## config.mk

```make
export PLATFORM = sky130hd
export DESIGN_NAME = svm_supply_monitor_ctrl
export DESIGN_NICKNAME = d
export VERILOG_FILES = /design/src/rtl/svm_pkg.sv /design/src/rtl/svm_supply_monitor_ctrl.sv
export SDC_FILE = /design/constraint.sdc
export NUM_CORES = 1
export LEC_CHECK = 0
export ABC_CLOCK_PERIOD_IN_PS = 2600
export BUFFER_PORTS_ARGS = -buffer_cell sky130_fd_sc_hd__buf_2
export CAP_MARGIN = 10
export CORE_UTILIZATION = 24
export CTS_CLUSTER_SIZE = 12
export DETAILED_ROUTE_END_ITERATION = 12
export PLACE_DENSITY = 0.47
export SLEW_MARGIN = 5
export SYNTH_ARGS = -nofsm -noshare
export SYNTH_HDL_FRONTEND = slang
export SYNTH_SLANG_ARGS = --single-unit
export TNS_END_PERCENT = 50
```

## constraint.sdc

```tcl
create_clock -name clk -period 2.6 [get_ports clk]
set_input_delay 0.13 -clock clk [delete_from_list [all_inputs] [get_ports clk]]
set_output_delay 0.13 -clock clk [all_outputs]
set_load 0.05 [all_outputs]
```

## src/rtl/svm_pkg.sv

```systemverilog
// Package of constants and types for the supply monitor control block
package svm_pkg;
  // ==========================================================================
  // Register map
  localparam logic [15:0] SVM_CTRL_ADDR    = 16'hFFBE; // Monitor control register
  localparam logic [15:0] SVM_LEVEL_ADDR   = 16'hFFBF; // Threshold select register
  localparam logic [7:0]  SVM_CTRL_RST     = 8'h00;    // Control reset value
  localparam logic [7:0]  SVM_LEVEL_RST    = 8'h00;    // Level reset value
  // ==========================================================================
  // Field positions
  localparam int SVM_FLAG_BIT   = 0;                   // Below-threshold flag
  localparam int SVM_MODE_BIT   = 1;                   // Reset or irq select
  localparam int SVM_EN_BIT     = 7;                   // Monitor enable
  localparam int SVM_LEVEL_W    = 4;                   // Level code width
  localparam logic [3:0] SVM_LEVEL_MAX = 4'h9;         // Highest legal code
  // ==========================================================================
  // Timing
  localparam int CLK_MHZ        = 125;                 // System clock rate
  localparam int DIP_MIN_US     = 200;                 // Least persistent dip
  localparam int DIP_CYC        = DIP_MIN_US * CLK_MHZ; // Filter length in cycles
  localparam int DIP_CNT_W      = $clog2(DIP_CYC + 1); // Filter counter width
  // ==========================================================================
  // Reset source classes
  typedef enum logic [1:0] {
    SVM_RST_NONE,      // No reset this cycle
    SVM_RST_MONITOR,   // Reset caused by this monitor
    SVM_RST_OTHER      // Any other reset, incl. default start
  } svm_rst_e;
endpackage : svm_pkg

```

## src/rtl/svm_supply_monitor_ctrl.sv

```systemverilog
// Control logic for the on-chip supply voltage monitor
//
// Functional notes
// - Reset mode holds internal reset while low
// - Irq mode pulses irq on both crossings
// - Flag reads 1 only when below, enabled
// - Enable bit 7 gates reset and irq
// - Flag sets after 200 us low dip
// - Other resets clear register; monitor reset keeps
// - Post-reset value follows default-start option
// - Disabling in irq mode while low may irq
// - Monitor reset sets reset-cause bit 0
// - Default-start option enables reset mode
// - Ten software-selectable threshold levels
// - Monitor keeps working in clock-stopped mode
// - Level code at FFBFH, 0 to 9 legal
// - Any reset sets irq mask to 1
`timescale 1ns/100ps
module svm_supply_monitor_ctrl
  import svm_pkg::*;
(
  input  wire logic                         clk,
  input  wire logic                         srst,
  input  wire logic                         monitorResetIn,
  input  wire logic                         defaultStartOption,
  input  wire logic                         compBelowAsync,
  input  wire logic [15:0]                  regAddr,
  input  wire logic                         regWrite,
  input  wire logic                         regRead,
  input  wire logic [7:0]                   regWdata,
  input  wire logic                         irqMaskWrite,
  input  wire logic                         irqMaskWdata,
  input  wire logic                         irqPendingClear,
  input  wire logic                         resetCauseClear,
  output logic      [7:0]                   regRdata,
  output logic      [svm_pkg::SVM_LEVEL_W-1:0] detectThreshold,
  output logic                              comparatorEnable,
  output logic                              internalResetReq,
  output logic                              undervoltageIrq,
  output logic                              undervoltageIrqPending,
  output logic                              undervoltageIrqMask,
  output logic                              undervoltageResetCause
);
  import svm_pkg::*;

  // ==========================================================================
  // Reset source decode
  // Monitor-caused reset is signalled from outside; srst alone is any other
  // Only three classes exist; the spare enum code is never produced
  function automatic svm_rst_e rstClass(input logic sr, input logic mr);
    if (sr && !mr) rstClass = SVM_RST_OTHER;
    else if (sr)   rstClass = SVM_RST_MONITOR;
    else           rstClass = SVM_RST_NONE;
  endfunction : rstClass

  svm_rst_e rstKind;                                 // Class of current reset
  assign rstKind = rstClass(srst, monitorResetIn);

  // ==========================================================================
  // State
  logic                   sync1_q, sync1_d;          // First sync stage
  logic                   sync2_q, sync2_d;          // Second sync stage
  logic                   lowPrev_q, lowPrev_d;      // Filtered level, last cycle
  logic [DIP_CNT_W-1:0]   dipCnt_q, dipCnt_d;        // Low-duration counter
  logic                   flag_q, flag_d;            // Filtered below level
  logic                   enable_q, enable_d;        // Monitor enable
  logic                   mode_q, mode_d;            // 1 reset, 0 irq
  logic [SVM_LEVEL_W-1:0] level_q, level_d;          // Threshold code
  logic                   rstReq_q, rstReq_d;        // Internal reset request
  logic                   irq_q, irq_d;              // One-cycle irq pulse
  logic                   pend_q, pend_d;            // Irq pending flag
  logic                   mask_q, mask_d;            // Irq mask
  logic                   cause_q, cause_d;          // Monitor reset cause
  logic [7:0]             rdata_q, rdata_d;          // Read data register
  logic                   ctrlWr, levelWr;           // Decoded writes
  logic                   flagRise, flagFall;        // Filtered edges

  // Address decode; only exact matches take a write
  assign ctrlWr  = regWrite && (regAddr == SVM_CTRL_ADDR);
  assign levelWr = regWrite && (regAddr == SVM_LEVEL_ADDR);
  // Edges of the filtered level, not of the raw comparator
  assign flagRise = flag_q && !lowPrev_q;
  assign flagFall = !flag_q && lowPrev_q;

  // ==========================================================================
  // Comparator path: synchroniser and dip filter
  // The 200 us filter trades response time for immunity to short glitches
  always_comb begin
    sync1_d   = compBelowAsync;
    sync2_d   = sync1_q;
    lowPrev_d = flag_q;
    dipCnt_d  = dipCnt_q;
    flag_d    = flag_q;
    if (!enable_q) begin                             // Disabled: flag cleared
      dipCnt_d = '0;
      flag_d   = 1'b0;
    end else if (!sync2_q) begin                     // Supply good: release at once
      dipCnt_d = '0;
      flag_d   = 1'b0;
    end else if (dipCnt_q < DIP_CNT_W'(DIP_CYC - 1)) begin
      dipCnt_d = dipCnt_q + 1'b1;                    // Count persistent dip
    end else begin
      flag_d   = 1'b1;
    end
  end

  // Sync stages carry no reset: they flush within two cycles
  always_ff @(posedge clk) begin
    sync1_q   <= sync1_d;
    sync2_q   <= sync2_d;
    if (srst) begin
      lowPrev_q <= 1'b0;
      dipCnt_q  <= '0;
      flag_q    <= 1'b0;
    end else begin
      lowPrev_q <= lowPrev_d;
      dipCnt_q  <= dipCnt_d;
      flag_q    <= flag_d;
    end
  end

  // ==========================================================================
  // Control and level registers
  // The default-start option only steers values at a non-monitor reset
  always_comb begin
    enable_d = enable_q;
    mode_d   = mode_q;
    level_d  = level_q;
    unique case (rstKind)
      SVM_RST_OTHER: begin                           // Clear, or default start
        enable_d = defaultStartOption;
        mode_d   = defaultStartOption;
        level_d  = SVM_LEVEL_RST[SVM_LEVEL_W-1:0];
      end
      SVM_RST_MONITOR: begin                         // Hold contents
      end
      SVM_RST_NONE: begin
        if (ctrlWr) begin                            // Only bits 7 and 1 writable
          enable_d = regWdata[SVM_EN_BIT];
          mode_d   = regWdata[SVM_MODE_BIT];
        end
        if (levelWr && regWdata[SVM_LEVEL_W-1:0] <= SVM_LEVEL_MAX) begin
          level_d = regWdata[SVM_LEVEL_W-1:0];       // Illegal codes dropped
        end
      end
    endcase
  end

  // Control state only registers; reset classes are decided above
  always_ff @(posedge clk) begin
    enable_q <= enable_d;
    mode_q   <= mode_d;
    level_q  <= level_d;
  end

  // ==========================================================================
  // Reset, interrupt and cause generation
  // No clock gating here, so it keeps running in the clock-stopped mode
  always_comb begin
    rstReq_d = enable_q && mode_q && flag_q;
    irq_d    = 1'b0;
    if (enable_q && !mode_q && (flagRise || flagFall)) begin
      irq_d = 1'b1;                                  // Both crossings
    end else if (ctrlWr && enable_q && !mode_q && flag_q
                 && !regWdata[SVM_EN_BIT]) begin
      irq_d = 1'b1;                                  // Disable while low
    end
    pend_d = pend_q;
    if (irqPendingClear) pend_d = 1'b0;
    if (irq_d)           pend_d = 1'b1;              // Set wins over clear
    mask_d = irqMaskWrite ? irqMaskWdata : mask_q;
    cause_d = cause_q;
    if (resetCauseClear) cause_d = 1'b0;
    if (rstReq_q)        cause_d = 1'b1;
    rdata_d = 8'h00;                                 // Unused bits read zero
    if (regRead && regAddr == SVM_CTRL_ADDR) begin
      rdata_d[SVM_EN_BIT]   = enable_q;
      rdata_d[SVM_MODE_BIT] = mode_q;
      rdata_d[SVM_FLAG_BIT] = flag_q;
    end else if (regRead && regAddr == SVM_LEVEL_ADDR) begin
      rdata_d[SVM_LEVEL_W-1:0] = level_q;
    end
  end

  // Outputs reset on any reset; the cause bit survives a monitor reset
  always_ff @(posedge clk) begin
    if (srst) begin
      rstReq_q <= 1'b0;
      irq_q    <= 1'b0;
      pend_q   <= 1'b0;
      mask_q   <= 1'b1;                              // Masked after any reset
      rdata_q  <= 8'h00;
    end else begin
      rstReq_q <= rstReq_d;
      irq_q    <= irq_d;
      pend_q   <= pend_d;
      mask_q   <= mask_d;
      rdata_q  <= rdata_d;
    end
    if (rstKind == SVM_RST_OTHER) begin
      cause_q <= 1'b0;                               // Other resets clear cause
    end else begin
      cause_q <= cause_d;                            // Kept across own reset
    end
  end

  // ==========================================================================
  // Outputs
  // Software owns the 10 us settle wait; no hardware blanking is added
  assign regRdata               = rdata_q;
  assign detectThreshold        = level_q;
  assign comparatorEnable       = enable_q;
  assign internalResetReq       = rstReq_q;
  assign undervoltageIrq        = irq_q;
  assign undervoltageIrqPending = pend_q;
  assign undervoltageIrqMask    = mask_q;
  assign undervoltageResetCause = cause_q;
endmodule : svm_supply_monitor_ctrl

```

* After elaboration in Yosys (flattened, before gate mapping)
Index checks and enable logic that the tools add are counted.
Word-level totals: bits in registers 38, input port bits 35, output and inout port bits 18, logic and storage cells 76
Cells by class: add/sub/neg operators 1, $lt $le $gt $ge 2, equality and inequality tests 5, multiplexer cells 16, bitwise gates (word level) 4, reductions and logical operators 31
Operators with widths (count):
- $eq A16 B16 Y1 const B | 2
- $logic_and A1 B1 Y1 | 16
- $add A15 B1 Y15 const B | 1
- $lt A15 B15 Y1 const B | 1
- $mux W1 | 9
- $mux W4 | 2
- $pmux W4 S2 | 1
- $reduce_bool A2 Y1 | 3
- $reduce_or A3 Y1 | 2
- $logic_not A1 Y1 | 5
- $le A4 B4 Y1 const B | 1
- $mux W2 | 2
- $ne A2 B2 Y1 const B | 2
- $not A1 Y1 | 4
- $pmux W1 S2 | 2
- $reduce_and A2 Y1 | 2
- $eq A2 B2 Y1 const B | 1
- $logic_not A2 Y1 | 1
- $reduce_or A2 Y1 | 1
- $logic_or A1 B1 Y1 | 1

* Depth between registers and ports, before layout
depth after elaboration 9, gate-level depth with buffers 5, depth with buffers taken out 5

* Worst setup path before layout
OpenSTA, ideal clock, no wires.
kind register to register, start point register dipCnt_q[10], end point register dipCnt_q[11], library setup time 70 ps, arrival time 1473 ps, slack 1057 ps, stages on the path, launching flop included 5, path buffers 0, period minus slack after synthesis 1543 ps, cell sequence dfxtp_1 -> nor4_4 -> o21ai_2 -> or4_1 -> a21oi_1
On the way: word-level cells in the longest chain between the ends 1, elaborated cells on any way between the ends 2
RTL lines:
- start: declaration | RTL line svm_supply_monitor_ctrl.sv:64 | logic [DIP_CNT_W-1:0] dipCnt_q, dipCnt_d;
- start signal: assignment | RTL line svm_supply_monitor_ctrl.sv:117 | dipCnt_q <= dipCnt_d;
- $add A15 B1 Y15 or $lt A15 B15 Y1 (tied branches) | RTL line svm_supply_monitor_ctrl.sv:101, svm_supply_monitor_ctrl.sv:100
Parallel ways exist; a longest one is shown, timed or not. A chain may end at the register's enable or synchronous reset.

* Worst setup path in the final report
Same ends and word-level chain as after synthesis.

==> results.json <==
{
  "core_sq_um": 6350,
  "route.detailed.drc": 0,
  "finalHoldViolCount": 0,
  "crit_start": "dipCnt_q[10]$_SDFFE_PP0N_",
  "syn_area_per_cell_sq_um": 9.57,
  "critical_path.endpoint_type": "register",
  "rsz0062_at_grt": "false",
  "start_util_pct": 24.9,
  "max_slew_margin_pct": 58.8,
  "tritoncts": "yes",
  "nets": 252,
  "synth_cell_types": 46,
  "drive_above_1_share_pct": 27.6,
  "drtPass1Iterations": 4,
  "post_cts_buffers": 0,
  "fin_util_pct": 31.3,
  "ys_ff_latch": 35,
  "critical_path.max_fanout": 8,
  "final-max-slew-violation-count": 0,
  "antennaDiodeCount": 0,
  "syn2layout_area_growth_pct": 25.8,
  "overflow": 0,
  "cp.arrival_ns": 1.92,
  "h-tree-depth": 2,
  "status": "finished, final reports clean",
  "dieArea_sq_um": 6910,
  "grt_pass1_wl_mm": 5.78,
  "start_kind": "register",
  "instances_no_fill": 294,
  "synth_flop_cell": "dfxtp_1",
  "cts_buffers": 5,
  "post-route-period-util_pct": 66.0,
  "netlist_instances": 165,
  "synthTopCellsByArea": "dfxtp_1, edfxtp_1, a21oi_1, o31ai_1, or4_1",
  "antenna_found_initial": 0,
  "drt_iter0_drc": 89,
  "clock_latency_ns": 0.29,
  "num_rows": 29,
  "synth-edff-count": 6,
  "routed_wirelength_mm": 3.54,
  "fmax_mhz": 582,
  "finClkSkew_ns": 0.00574,
  "required_ns": 2.81,
  "holdWs_ns": 0.0433,
  "root_buffer": "clkbuf_8",
  "fp.dieW_um": 83.1,
  "largest_reg_flops": 15,
  "vias": 1363,
  "synth_area_leader_cell": "dfxtp_1",
  "cts_resized": 0,
  "yosysMostFrequentCell": "dfxtp_1",
  "synth_top_area_share_pct": 36.8,
  "ir_drop_uv": 178,
  "cp_cell_sequence": "nor4_4, o21ai_2, or4_1, a21oi_1",
  "power_density_nw_per_um2": 537,
  "port_buffers": 46,
  "hold_path.startpoint": "irqMaskWdata",
  "crit_buf_inv": 0,
  "criticalPathCategory": "reg -> reg",
  "slowest_delay_ns": 0.53,
  "gp_congestion": 0.706,
  "maxCapViolations": 0,
  "grt_usage_pct": 10.6,
  "power_leakage_uw": 0.000788,
  "dpl.hpwl_mm": 2.64,
  "dp.cells": 285,
  "syn_area_sq_um": 1580,
  "async_reset_ff_share_pct": 0,
  "clock_sinks": 35,
  "tns_ns": 0,
  "r2r-start": "dipCnt_q[10]$_SDFFE_PP0N_",
  "ys_top_cells_by_count": "dfxtp_1, a21oi_1, nand2_1",
  "synth-seq-area-share_pct": 48.2,
  "fin_area_sq_um": 1990,
  "regMostFlops": "dipCnt_q",
  "clk_path_buf_depth": 2,
  "yosys_warnings": 0,
  "grt_max_degree": 18,
  "io_pins": 53,
  "first_global_vias": 1211,
  "cp_slowest_cell": "or4_1",
  "placed_area_sq_um": 1880,
  "cts.reportedPaths.clkPinSlew_ns": 0.07,
  "dieHeight_um": 83.1,
  "hold_class": "in -> reg",
  "via_per_inst": 4.64,
  "cp_top_family": "simple AND/OR/NAND/NOR gates",
  "tightestPinTransition_ns": 0.617,
  "fin_crit_ns": 1.72,
  "setup_viol": 0,
  "antenna_left": 0,
  "wl_per_cell_um": 12.0
}
==> layout make-up <==
class / instances / area, sq um
Fill cell: 653 / 4360
Multi-Input combinational cell: 123 / 774
Sequential cell: 35 / 761
Timing Repair Buffer: 49 / 255
Tap cell: 77 / 96.3
Clock buffer: 7 / 86.3
Inverter: 2 / 7.51
Clock inverter: 1 / 5.00
==> placed cells by master (no fill, tap or decap), types with 3 or more instances in the layout <==
cell	count
o21a_1	3
nor4_1	3
o31ai_1	8
or4_1	8
nor2b_1	7
nand4_1	5
clkbuf_8	6
dfxtp_1	29
nand2b_1	3
nor2_1	9
buf_2	46
o21ai_0	9
a21oi_1	12
and3_1	3
edfxtp_1	6
nand3_1	7
nand2_1	10
conb_1	3
==> power breakdown <==
group / leakage, uW / switching [uW] / internal [uW]
logic: 0.000452 / 59.4 / 33.1
registers: 0.000288 / 5.64 / 562
clock network: 0.0000482 / 192 / 214
==> through the flow <==
stage                     power [uW]  worst slack (ns)
final                           1070             0.883
after detailed placement         673             0.802
after CTS                       1090             0.859
after global placement           673             0.801
after floorplan                  639              1.06
after global routing            1120             0.751
==> final timing paths <==
kind                                 endpoint  slack [ns]  cells after the start
max                 dipCnt_q[11]$_SDFFE_PP0N_        0.88                      4
min          undervoltageIrqMask$_SDFFE_PP1P_        0.04                      2
max reg2reg         dipCnt_q[11]$_SDFFE_PP0N_        0.88                      4
min reg2reg                   sync2_q$_DFF_P_        0.33                      0
==> what timing repair did <==
action,in CTS,in global routing
setup endpoints to repair,0,0
endpoints found under the hold margin,1,0
hold buffers,1,0
==> per-layer routing <==
layer / vias up / track usage, % / routed length [um]
li1: 728 / - / -
met1: 610 / 13.6 / 1770
met2: 20 / 16.2 / 1610
met3: 5 / 3.38 / 116
met4: 0 / 4.86 / 49
met5: - / 0 / 0
==> logic make-up (layout without fill, tap and decap cells) <==
family	after synthesis	after routing	synth area share [%]
muxes	2	2	1.27
adders and majority gates	1	1	0.792
buffers and inverters	9	59	3.25
and+or+nand+nor	73	73	28.2
other	1	3	0.237
AOI/OAI and AO/OA	44	44	18.1
DFF	35	35	48.2
No activity file was read; power rests on OpenSTA's default activity.
